===== src/verilog/lcdcd_defs.vh =====
// lcdcd_defs.vh: command codes, field positions and reset values of the lcd command decoder
// assumes inclusion by bare name from the design files
`ifndef LCDCD_DEFS_VH
`define LCDCD_DEFS_VH

// fixed command codes
`define LCDCD_CMD_DISP_OFF 8'hae
`define LCDCD_CMD_DISP_ON 8'haf
`define LCDCD_CMD_REV_OFF 8'ha6
`define LCDCD_CMD_REV_ON 8'ha7
`define LCDCD_CMD_ALL_OFF 8'ha4
`define LCDCD_CMD_ALL_ON 8'ha5
`define LCDCD_CMD_SEGDIR0 8'ha0
`define LCDCD_CMD_SEGDIR1 8'ha1
`define LCDCD_CMD_BIAS5 8'ha2
`define LCDCD_CMD_BIAS6 8'ha3
`define LCDCD_CMD_RMW 8'he0
`define LCDCD_CMD_END 8'hee
`define LCDCD_CMD_INV_CANCEL 8'he4
`define LCDCD_CMD_SWRESET 8'he2
`define LCDCD_CMD_NOP 8'he3

// prefixes: value under mask
`define LCDCD_MSK_COLHI 8'hf8
`define LCDCD_PFX_COLHI 8'h10
`define LCDCD_MSK_COLLO 8'hf0
`define LCDCD_PFX_COLLO 8'h00
`define LCDCD_MSK_START 8'hc0
`define LCDCD_PFX_START 8'h40
`define LCDCD_MSK_PAGE 8'hf0
`define LCDCD_PFX_PAGE 8'hb0
`define LCDCD_MSK_COMDIR 8'hf0
`define LCDCD_PFX_COMDIR 8'hc0
`define LCDCD_MSK_POWER 8'hf8
`define LCDCD_PFX_POWER 8'h28
`define LCDCD_MSK_RATIO 8'hf8
`define LCDCD_PFX_RATIO 8'h20
`define LCDCD_MSK_VOLUME 8'he0
`define LCDCD_PFX_VOLUME 8'h80
`define LCDCD_MSK_NLINE 8'hf0
`define LCDCD_PFX_NLINE 8'h30
`define LCDCD_MSK_TEST 8'hd0
`define LCDCD_PFX_TEST 8'hd0

// field positions
`define LCDCD_BIT_COMDIR 3
`define LCDCD_BIT_BOOST 2
`define LCDCD_BIT_REGUL 1
`define LCDCD_BIT_FOLLOW 0

// reset values
`define LCDCD_RST_RATIO 3'h0
`define LCDCD_RST_VOLUME 5'h00
`define LCDCD_RST_NLINE 4'h0
`define LCDCD_RST_COL 7'h00
`define LCDCD_RST_START 6'h00
`define LCDCD_RST_PAGE 4'h0

// fifo shape
`define LCDCD_FIFO_WIDTH 9
`define LCDCD_FIFO_DEPTH 4
`define LCDCD_FIFO_AW 2

`endif


===== src/verilog/lcdcd_fifo.v =====
// lcdcd_fifo.v: small synchronous fifo with valid/ready on both sides
// assumes one clock and a synchronous active-low reset
`timescale 1ns/1ns
`default_nettype none

module lcdcd_fifo #(
    parameter WIDTH = 9,
    parameter DEPTH = 4,
    parameter AW = 2
) (
    input wire clk,
    input wire rst_n,
    input wire in_valid,
    output wire in_ready,
    input wire [WIDTH-1:0] in_data,
    output wire out_valid,
    input wire out_ready,
    output wire [WIDTH-1:0] out_data
);

reg [WIDTH-1:0] mem [0:DEPTH-1];
reg [AW-1:0] wr_ptr_ff;
reg [AW-1:0] rd_ptr_ff;
reg [AW:0] count_ff;
wire push;
wire pop;

// full and empty come straight from the occupancy count
assign in_ready = (count_ff != DEPTH[AW:0]);
assign out_valid = (count_ff != {(AW+1){1'b0}});
assign out_data = mem[rd_ptr_ff];
assign push = in_valid && in_ready;
assign pop = out_valid && out_ready;

// storage is not reset; only pointers and count carry state
always @(posedge clk)
begin
    if (push)
    begin
        mem[wr_ptr_ff] <= in_data;
    end
end

// pointers wrap naturally since depth is a power of two
always @(posedge clk)
begin
    if (!rst_n)
    begin
        wr_ptr_ff <= {AW{1'b0}};
        rd_ptr_ff <= {AW{1'b0}};
        count_ff <= {(AW+1){1'b0}};
    end
    else
    begin
        if (push)
        begin
            wr_ptr_ff <= wr_ptr_ff + 1'b1;
        end
        if (pop)
        begin
            rd_ptr_ff <= rd_ptr_ff + 1'b1;
        end
        if (push && !pop)
        begin
            count_ff <= count_ff + 1'b1;
        end
        else if (pop && !push)
        begin
            count_ff <= count_ff - 1'b1;
        end
    end
end

endmodule // lcdcd_fifo

`default_nettype wire


===== src/verilog/lcdcd_top.v =====
// lcdcd_top.v: command interpreter of a small dot-matrix lcd controller
// assumes the host port is already reduced to byte strobes in this clock domain;
// the hardware reset pin is asynchronous to the clock and is synchronised here
// Functional notes
// - select high means display memory, low command
// - 0xae/0xaf turn display off/on
// - 0xa6/0xa7 choose normal or reversed rendering
// - 0xa4/0xa5 choose normal or all points lit
// - column upper 3 bits and lower 4 bits
// - load start line and page address
// - common scan direction from bit 3
// - read-modify-write: writes advance column, reads don't
// - end restores column saved at mode entry
// - resistance ratio field, 7 means external resistor
// - 5-bit contrast, value 0 lowest voltage
// - bias choice effective only with follower running
// - store inversion line count, 0 none
// - cancel returns two-frame drive, count kept
// - all-points on while display off enters power-save
// - power-save stops oscillator and supply generator
// - power-save grounds drivers, keeps state, serves host
// - software reset equals pin reset, memory kept
// - test commands entered; reset or display command clears
`timescale 1ns/1ns
`default_nettype none
`include "lcdcd_defs.vh"

module lcdcd_top (
    input wire CLOCK,
    input wire RESETN,
    input wire HW_RESET_N,
    input wire WR_VALID,
    output wire WR_READY,
    input wire CMD_DATA_SELECT,
    input wire [7:0] WR_DATA,
    input wire RD_REQ,
    output reg [7:0] RD_DATA,
    output reg RD_VALID,
    output reg [6:0] MEM_COL,
    output reg [3:0] MEM_PAGE,
    output reg MEM_WE,
    output reg [7:0] MEM_WDATA,
    output reg MEM_RE,
    input wire [7:0] MEM_RDATA,
    output reg DISPLAY_ON,
    output reg DISPLAY_REVERSE,
    output reg ALL_POINTS_ON,
    output reg SEG_REVERSE,
    output reg COM_REVERSE,
    output reg [5:0] START_LINE,
    output reg RMW_ACTIVE,
    output reg BOOSTER_ON,
    output reg REGULATOR_ON,
    output reg FOLLOWER_ON,
    output reg [2:0] REGULATOR_RESISTANCE_RATIO,
    output reg EXT_RESISTOR_MODE,
    output reg [4:0] CONTRAST,
    output reg BIAS_SIXTH,
    output reg [3:0] NLINE_COUNT,
    output reg NLINE_ENABLE,
    output reg POWER_SAVE,
    output reg OSC_ENABLE,
    output reg SUPPLY_ENABLE,
    output reg DRIVERS_GROUNDED,
    output reg TEST_MODE
);

// hardware reset pin passes two flops before use
reg hw_rst_meta_ff;
reg hw_rst_sync_ff;
// mode state
reg disp_on_ff;
reg reverse_ff;
reg all_on_ff;
reg seg_rev_ff;
reg com_rev_ff;
reg [5:0] start_ff;
reg [3:0] page_ff;
reg [6:0] col_ff;
reg [6:0] col_saved_ff;
reg rmw_ff;
reg [2:0] power_ff;
reg [2:0] ratio_ff;
reg [4:0] volume_ff;
reg bias_ff;
reg [3:0] nline_ff;
reg nline_en_ff;
reg psave_ff;
reg test_ff;
reg rd_pend_ff;

wire [8:0] fifo_out;
wire fifo_valid;
wire fifo_ready;
wire [7:0] byte_in;
wire is_cmd;
wire take;
wire init;
wire sw_reset;

// pattern match of a command against a masked prefix
function match;
    input [7:0] value;
    input [7:0] mask;
    input [7:0] prefix;
    begin
        match = ((value & mask) == prefix);
    end
endfunction

// column increments, wrapping after the last column
function [6:0] col_next;
    input [6:0] col;
    begin
        if (col == 7'h65)
        begin
            col_next = 7'h00;
        end
        else
        begin
            col_next = col + 7'h01;
        end
    end
endfunction

// fifo decouples host bursts from the decoder; reads stall it so order holds
lcdcd_fifo #(
    .WIDTH(`LCDCD_FIFO_WIDTH),
    .DEPTH(`LCDCD_FIFO_DEPTH),
    .AW(`LCDCD_FIFO_AW)
) u_fifo (
    .clk(CLOCK),
    .rst_n(RESETN),
    .in_valid(WR_VALID),
    .in_ready(WR_READY),
    .in_data({CMD_DATA_SELECT, WR_DATA}),
    .out_valid(fifo_valid),
    .out_ready(fifo_ready),
    .out_data(fifo_out)
);

assign fifo_ready = !rd_pend_ff;
assign take = fifo_valid && fifo_ready;
assign byte_in = fifo_out[7:0];
assign is_cmd = !fifo_out[8];
assign sw_reset = take && is_cmd && (byte_in == `LCDCD_CMD_SWRESET);
assign init = !hw_rst_sync_ff || sw_reset;

// reset pin synchroniser
always @(posedge CLOCK)
begin
    if (!RESETN)
    begin
        hw_rst_meta_ff <= 1'b0;
        hw_rst_sync_ff <= 1'b0;
    end
    else
    begin
        hw_rst_meta_ff <= HW_RESET_N;
        hw_rst_sync_ff <= hw_rst_meta_ff;
    end
end

// command decode and mode registers; software reset reinitialises all but memory
always @(posedge CLOCK)
begin
    if (!RESETN || init)
    begin
        disp_on_ff <= 1'b0;
        reverse_ff <= 1'b0;
        all_on_ff <= 1'b0;
        seg_rev_ff <= 1'b0;
        com_rev_ff <= 1'b0;
        start_ff <= `LCDCD_RST_START;
        page_ff <= `LCDCD_RST_PAGE;
        col_ff <= `LCDCD_RST_COL;
        col_saved_ff <= `LCDCD_RST_COL;
        rmw_ff <= 1'b0;
        power_ff <= 3'h0;
        ratio_ff <= `LCDCD_RST_RATIO;
        volume_ff <= `LCDCD_RST_VOLUME;
        bias_ff <= 1'b0;
        nline_ff <= `LCDCD_RST_NLINE;
        nline_en_ff <= 1'b0;
        psave_ff <= 1'b0;
        test_ff <= 1'b0;
    end
    else if (take && !is_cmd)
    begin
        // data write advances column, also in rmw mode
        col_ff <= col_next(col_ff);
    end
    else if (take && is_cmd)
    begin
        if (match(byte_in, 8'hfe, `LCDCD_CMD_DISP_OFF))
        begin
            disp_on_ff <= byte_in[0];
            test_ff <= 1'b0;
            if (byte_in[0])
            begin
                psave_ff <= 1'b0;
            end
            else if (all_on_ff)
            begin
                psave_ff <= 1'b1;
            end
        end
        else if (match(byte_in, 8'hfe, `LCDCD_CMD_REV_OFF))
        begin
            reverse_ff <= byte_in[0];
        end
        else if (match(byte_in, 8'hfe, `LCDCD_CMD_ALL_OFF))
        begin
            all_on_ff <= byte_in[0];
            if (!byte_in[0])
            begin
                psave_ff <= 1'b0;
            end
            else if (!disp_on_ff)
            begin
                psave_ff <= 1'b1;
            end
        end
        else if (match(byte_in, 8'hfe, `LCDCD_CMD_SEGDIR0))
        begin
            seg_rev_ff <= byte_in[0];
        end
        else if (match(byte_in, 8'hfe, `LCDCD_CMD_BIAS5))
        begin
            bias_ff <= byte_in[0];
        end
        else if (byte_in == `LCDCD_CMD_RMW)
        begin
            rmw_ff <= 1'b1;
            col_saved_ff <= col_ff;
        end
        else if (byte_in == `LCDCD_CMD_END)
        begin
            rmw_ff <= 1'b0;
            if (rmw_ff)
            begin
                col_ff <= col_saved_ff;
            end
        end
        else if (byte_in == `LCDCD_CMD_INV_CANCEL)
        begin
            nline_en_ff <= 1'b0;
        end
        else if (byte_in == `LCDCD_CMD_NOP)
        begin
            // no state changes
            nline_en_ff <= nline_en_ff;
        end
        else if (match(byte_in, `LCDCD_MSK_TEST, `LCDCD_PFX_TEST))
        begin
            test_ff <= 1'b1;
        end
        else if (match(byte_in, `LCDCD_MSK_COMDIR, `LCDCD_PFX_COMDIR))
        begin
            com_rev_ff <= byte_in[`LCDCD_BIT_COMDIR];
        end
        else if (match(byte_in, `LCDCD_MSK_PAGE, `LCDCD_PFX_PAGE))
        begin
            page_ff <= byte_in[3:0];
        end
        else if (match(byte_in, `LCDCD_MSK_VOLUME, `LCDCD_PFX_VOLUME))
        begin
            volume_ff <= byte_in[4:0];
        end
        else if (match(byte_in, `LCDCD_MSK_START, `LCDCD_PFX_START))
        begin
            start_ff <= byte_in[5:0];
        end
        else if (match(byte_in, `LCDCD_MSK_NLINE, `LCDCD_PFX_NLINE))
        begin
            nline_ff <= byte_in[3:0];
            nline_en_ff <= (byte_in[3:0] != 4'h0);
        end
        else if (match(byte_in, `LCDCD_MSK_POWER, `LCDCD_PFX_POWER))
        begin
            power_ff <= byte_in[2:0];
        end
        else if (match(byte_in, `LCDCD_MSK_RATIO, `LCDCD_PFX_RATIO))
        begin
            ratio_ff <= byte_in[2:0];
        end
        else if (match(byte_in, `LCDCD_MSK_COLHI, `LCDCD_PFX_COLHI))
        begin
            col_ff <= {byte_in[2:0], col_ff[3:0]};
        end
        else if (match(byte_in, `LCDCD_MSK_COLLO, `LCDCD_PFX_COLLO))
        begin
            col_ff <= {col_ff[6:4], byte_in[3:0]};
        end
    end
    else if (rd_pend_ff && !rmw_ff)
    begin
        // a completed read advances the column only outside rmw mode
        col_ff <= col_next(col_ff);
    end
end

// read path: a read waits for earlier queued bytes so it sees their effect
always @(posedge CLOCK)
begin
    if (!RESETN)
    begin
        rd_pend_ff <= 1'b0;
        RD_VALID <= 1'b0;
        RD_DATA <= 8'h00;
    end
    else
    begin
        RD_VALID <= 1'b0;
        if (rd_pend_ff)
        begin
            rd_pend_ff <= 1'b0;
            RD_VALID <= 1'b1;
            RD_DATA <= MEM_RDATA;
        end
        else if (RD_REQ && !fifo_valid)
        begin
            rd_pend_ff <= 1'b1;
        end
    end
end

// memory strobes: registered so data outputs come from flops
always @(posedge CLOCK)
begin
    if (!RESETN)
    begin
        MEM_WE <= 1'b0;
        MEM_RE <= 1'b0;
        MEM_WDATA <= 8'h00;
        MEM_COL <= `LCDCD_RST_COL;
        MEM_PAGE <= `LCDCD_RST_PAGE;
    end
    else
    begin
        // host access still served in power-save
        MEM_WE <= take && !is_cmd;
        MEM_RE <= RD_REQ && !fifo_valid && !rd_pend_ff;
        MEM_WDATA <= byte_in;
        MEM_COL <= col_ff;
        MEM_PAGE <= page_ff;
    end
end

// registered status outputs; power-save overrides oscillator, supply and drivers
always @(posedge CLOCK)
begin
    if (!RESETN)
    begin
        DISPLAY_ON <= 1'b0;
        DISPLAY_REVERSE <= 1'b0;
        ALL_POINTS_ON <= 1'b0;
        SEG_REVERSE <= 1'b0;
        COM_REVERSE <= 1'b0;
        START_LINE <= `LCDCD_RST_START;
        RMW_ACTIVE <= 1'b0;
        BOOSTER_ON <= 1'b0;
        REGULATOR_ON <= 1'b0;
        FOLLOWER_ON <= 1'b0;
        REGULATOR_RESISTANCE_RATIO <= `LCDCD_RST_RATIO;
        EXT_RESISTOR_MODE <= 1'b0;
        CONTRAST <= `LCDCD_RST_VOLUME;
        BIAS_SIXTH <= 1'b0;
        NLINE_COUNT <= `LCDCD_RST_NLINE;
        NLINE_ENABLE <= 1'b0;
        POWER_SAVE <= 1'b0;
        OSC_ENABLE <= 1'b1;
        SUPPLY_ENABLE <= 1'b0;
        DRIVERS_GROUNDED <= 1'b0;
        TEST_MODE <= 1'b0;
    end
    else
    begin
        DISPLAY_ON <= disp_on_ff;
        DISPLAY_REVERSE <= reverse_ff;
        ALL_POINTS_ON <= all_on_ff;
        SEG_REVERSE <= seg_rev_ff;
        COM_REVERSE <= com_rev_ff;
        START_LINE <= start_ff;
        RMW_ACTIVE <= rmw_ff;
        BOOSTER_ON <= power_ff[`LCDCD_BIT_BOOST] && !psave_ff;
        REGULATOR_ON <= power_ff[`LCDCD_BIT_REGUL] && !psave_ff;
        FOLLOWER_ON <= power_ff[`LCDCD_BIT_FOLLOW] && !psave_ff;
        REGULATOR_RESISTANCE_RATIO <= ratio_ff;
        EXT_RESISTOR_MODE <= (ratio_ff == 3'h7);
        CONTRAST <= volume_ff;
        // stored bias only reaches the drive while the follower runs
        BIAS_SIXTH <= bias_ff && power_ff[`LCDCD_BIT_FOLLOW] && !psave_ff;
        NLINE_COUNT <= nline_ff;
        NLINE_ENABLE <= nline_en_ff;
        POWER_SAVE <= psave_ff;
        OSC_ENABLE <= !psave_ff;
        SUPPLY_ENABLE <= (power_ff != 3'h0) && !psave_ff;
        DRIVERS_GROUNDED <= psave_ff;
        TEST_MODE <= test_ff;
    end
end

endmodule // lcdcd_top

`default_nettype wire


===== config.mk =====
export PLATFORM = sky130hd
export DESIGN_NAME = lcdcd_top
export DESIGN_NICKNAME = d
export VERILOG_FILES = /design/src/verilog/lcdcd_fifo.v /design/src/verilog/lcdcd_top.v
export VERILOG_INCLUDE_DIRS = /design/src /design/src/verilog
export SDC_FILE = /design/constraint.sdc
export NUM_CORES = 1
export LEC_CHECK = 0
export BUFFER_PORTS_ARGS = -buffer_cell sky130_fd_sc_hd__buf_2
export CAP_MARGIN = 20
export CELL_PAD_IN_SITES_DETAIL_PLACEMENT = 1
export CELL_PAD_IN_SITES_GLOBAL_PLACEMENT = 1
export CORE_MARGIN = 3
export CORE_UTILIZATION = 40
export DETAILED_ROUTE_END_ITERATION = 10
export HOLD_SLACK_MARGIN = 0.03
export PLACE_DENSITY_LB_ADDON = 0.1
export SLEW_MARGIN = 20
export SYNTH_ARGS = -nofsm -noshare
export SYNTH_HDL_FRONTEND = slang
export SYNTH_SLANG_ARGS = --single-unit

===== constraint.sdc =====
create_clock -name CLOCK -period 2.6 [get_ports CLOCK]
set_clock_uncertainty 0.1 [all_clocks]
set_input_delay 0.13 -clock CLOCK [delete_from_list [all_inputs] [get_ports CLOCK]]
set_output_delay 0.13 -clock CLOCK [all_outputs]
set_load 0.05 [all_outputs]

==> flow_metrics.tcl <==
set metrics [dict create \
    num-fill-cells 1554 \
    synth.yosys.seq_area_share_pct 59.7 \
    vias_in_the_first_global_route 4284 \
    final_util_pct 52.2 \
    irDropWorstVdd_mv 0.485 \
    grt_antenna_before_repair 0 \
    mostFrequentLayoutCell "dfxtp_1" \
    slew-limit-headroom_pct 67.5 \
    dieHeight_um 129 \
    critPathKind "reg2reg" \
    vias_per_cell 4.99 \
    synthArstFlopShare_pct 0 \
    port_buffers 87 \
    synth_cell_area_mm2 0.00601 \
    tritoncts.num_buffers 17 \
    fin_nets 684 \
    static-leakage-power_nw 3.10 \
    maximum_number_of_pins_on_one_net_before_global_route_repair 41 \
    timing.critical_path.from_type "flip-flop" \
    floorplan.core_area_mm2 0.0146 \
    synth-edff-count 36 \
    cts.htree.levels 4 \
    max-cap-violations 0 \
    finalCriticalPeriod_ns 2.51 \
    worst_ep_required_time_ns 2.84 \
    path_cells "buf_12 > mux4_2 > and4b_1 > a311o_1 > a22oi_2 > buf_4 > nor2_1 > a211oi_1" \
    rsz0062_at_grt "true" \
    clk_path_buf_depth 2 \
    timing.critical_path.arrival_ns 2.74 \
    power.density_cell_area_mw_per_mm2 978 \
    ctsRootBufferMaster "clkbuf_16" \
    worstSetupEndpointType "flip-flop" \
    mostFrequentLayoutCells "dfxtp_1, buf_2, and2_1" \
    post_synthesis_sequential_element_count 161 \
    vias 4246 \
    hold_fails_final_rpt 0 \
    report.final.setup_viol 0 \
    run_status "finished, final reports clean" \
    drt_first_pass_iters 4 \
    clock_latency_ns 0.43 \
    cp-endpoint "col_ff[0]$_SDFFE_PP0P_" \
    drt-total-wl_um 13900 \
    clk_pin_slew_worst_paths_ns 0.06 \
    globalRouteTotalUtil_pct 17.4 \
    grt_overflow_total 0 \
    synth_cells 525 \
    hold-worst-slack_ns 0.114 \
    fp.dieArea_mm2 0.0165 \
    critPathSlowestCell "mux4_2" \
    routed_wire_length_per_instance_um 16.3 \
    final.setup.tns_ns 0 \
    min-delay-path-class "in2reg" \
    drtAntennaViolNets 0 \
    cts_tree "done" \
    yosys_most_used_dff "dfxtp_1" \
    dp.final_hpwl_um 9230 \
    pre_cts_slack_ns 0.0310 \
    synth.avg_cell_area_um2 11.4 \
    drt-initial-drc-count 213 \
    yosysWarnings 0 \
    clock_sinks 161 \
    yosys.cell_types.count 50 \
    first_pass_grt_wire_length_um 22300 \
    net_count_after_synthesis 555 \
    max_stage_delay_ns 0.52 \
    synthToLayoutAreaGrowth_pct 26.7 \
    worst_r2r_path_depth 8 \
    max_clock_freq_mhz 399 \
    finalWeightedCongestion 0.740 \
    final-max-slew-violation-count 0 \
    r2r-end "col_ff[0]$_SDFFE_PP0P_" \
    antennaDiodeCount 0 \
    final_layout_size_suffix_gt1_share_pct 26.1 \
    r2r_setup_slack_ns 0.09 \
    timing.final.ws_setup_ns 0.0930 \
    num_rows 44 \
    post-route-period-util_pct 96.4 \
    worst-path-max-fanout 8 \
    floorplan.die.width_um 129 \
    ioPinCount 88 \
    initial_utilization_pct 41.2 \
    worstMarginPinSlew_ns 0.488 \
    detail_route.drc_violations 0 \
]
==> critical path: cells and delay by family, from the launching register on <==
kind	cells	cell delay, ns
compound gates	3	0.82
simple gates	2	0.30
buf+inv	2	0.31
mux	1	0.52
flops	1	0.36
==> cell families after synthesis <==
group	after synthesis	synth area share, %
AOI/OAI and AO/OA	61	6.42
DFF	161	59.7
xor gates and xnor gates	11	1.60
and+or+nand+nor	200	18.5
adders and majority gates	8	1.79
muxes	44	9.21
buffers and inverters	40	2.87
==> worst min path at each step <==
stage	cells after the start	from	slack [ns]	to
2_1_floorplan	0	WR_DATA[0]	0.13	u_fifo.mem[0][0]$_DFFE_PP_
3_5_place_dp	2	HW_RESET_N	0.25	hw_rst_meta_ff$_SDFF_PN0_
6_report	2	RESETN	0.11	hw_rst_meta_ff$_SDFF_PN0_
3_3_place_gp	1	WR_DATA[0]	0.24	u_fifo.mem[2][0]$_DFFE_PP_
4_1_cts	2	RESETN	0.11	hw_rst_meta_ff$_SDFF_PN0_
5_1_grt	2	RESETN	0.17	hw_rst_meta_ff$_SDFF_PN0_
==> stage by stage <==
step	cell area, µm²	instances	power [mW]
after floorplan	6010	525	4.26
after global placement	6770	793	4.90
after detailed placement	6770	793	4.95
after CTS	7530	844	7.42
after global routing	7610	851	7.87
final	7610	851	7.45
==> cell usage after synthesis (8+ instances only) <==
cell / n / area [µm²]
xnor2_1: 8 / 70.1
buf_2: 9 / 45.0
and3_1: 9 / 56.3
edfxtp_1: 36 / 1080
dfxtp_1: 125 / 2500
mux2i_1: 35 / 350
nor3_1: 10 / 50.1
mux4_2: 9 / 203
nand2_1: 25 / 93.8
o21ai_0: 17 / 85.1
nand3_1: 9 / 45.0
a21oi_1: 21 / 105
and2_1: 58 / 363
nor2b_1: 17 / 106
inv_1: 10 / 37.5
nor2_1: 43 / 161
clkbuf_1: 18 / 67.6
==> where the power goes <==
group	leakage [nW]	total (mW)	switching (mW)	internal, mW
logic	1.48	2.20	1.32	0.876
clock network	0.271	2.42	1.08	1.35
registers	1.34	2.82	0.0893	2.74
total	3.10	7.45	2.49	4.96
==> timing repair <==
item	in CTS	in global routing
buffers inserted	0	7
hold buffers	19	0
endpoints found under the hold margin	47	0
gates resized for setup	0	6
endpoints found under the setup margin	0	47
==> state kept, by name, summed over array words and instances (netlist names), 2 cells and up, named ones only <==
register                    flops
RD_DATA                         8
nline_ff                        4
NLINE_COUNT                     4
u_fifo.rd_ptr_ff                2
START_LINE                      6
u_fifo.mem                     36
MEM_WDATA                       8
volume_ff                       5
col_saved_ff                    7
MEM_COL                         7
ratio_ff                        3
col_ff                          7
REGULATOR_RESISTANCE_RATIO      3
start_ff                        6
power_ff                        3
MEM_PAGE                        4
page_ff                         4
CONTRAST                        5
u_fifo.count_ff                 3
u_fifo.wr_ptr_ff                2
==> layer usage <==
layer | track usage [%] | part of all wire (%)
met5 | 0 | 0
met1 | 20.9 | 43
met4 | 6.18 | 1.2
met2 | 30.6 | 52
met3 | 4.23 | 3.5
==> final cells by class <==
type / count / area, µm² / area share, %
Clock inverter: 15 / 150 / 1.97
Sequential cell: 161 / 3580 / 47.1
Timing Repair Buffer: 140 / 910 / 12.0
Tap cell: 184 / 230 / 3.02
Clock buffer: 17 / 425 / 5.59
Multi-Input combinational cell: 324 / 2270 / 29.9
Inverter: 10 / 37.5 / 0.493
No activity file was read; power rests on OpenSTA's default activity.
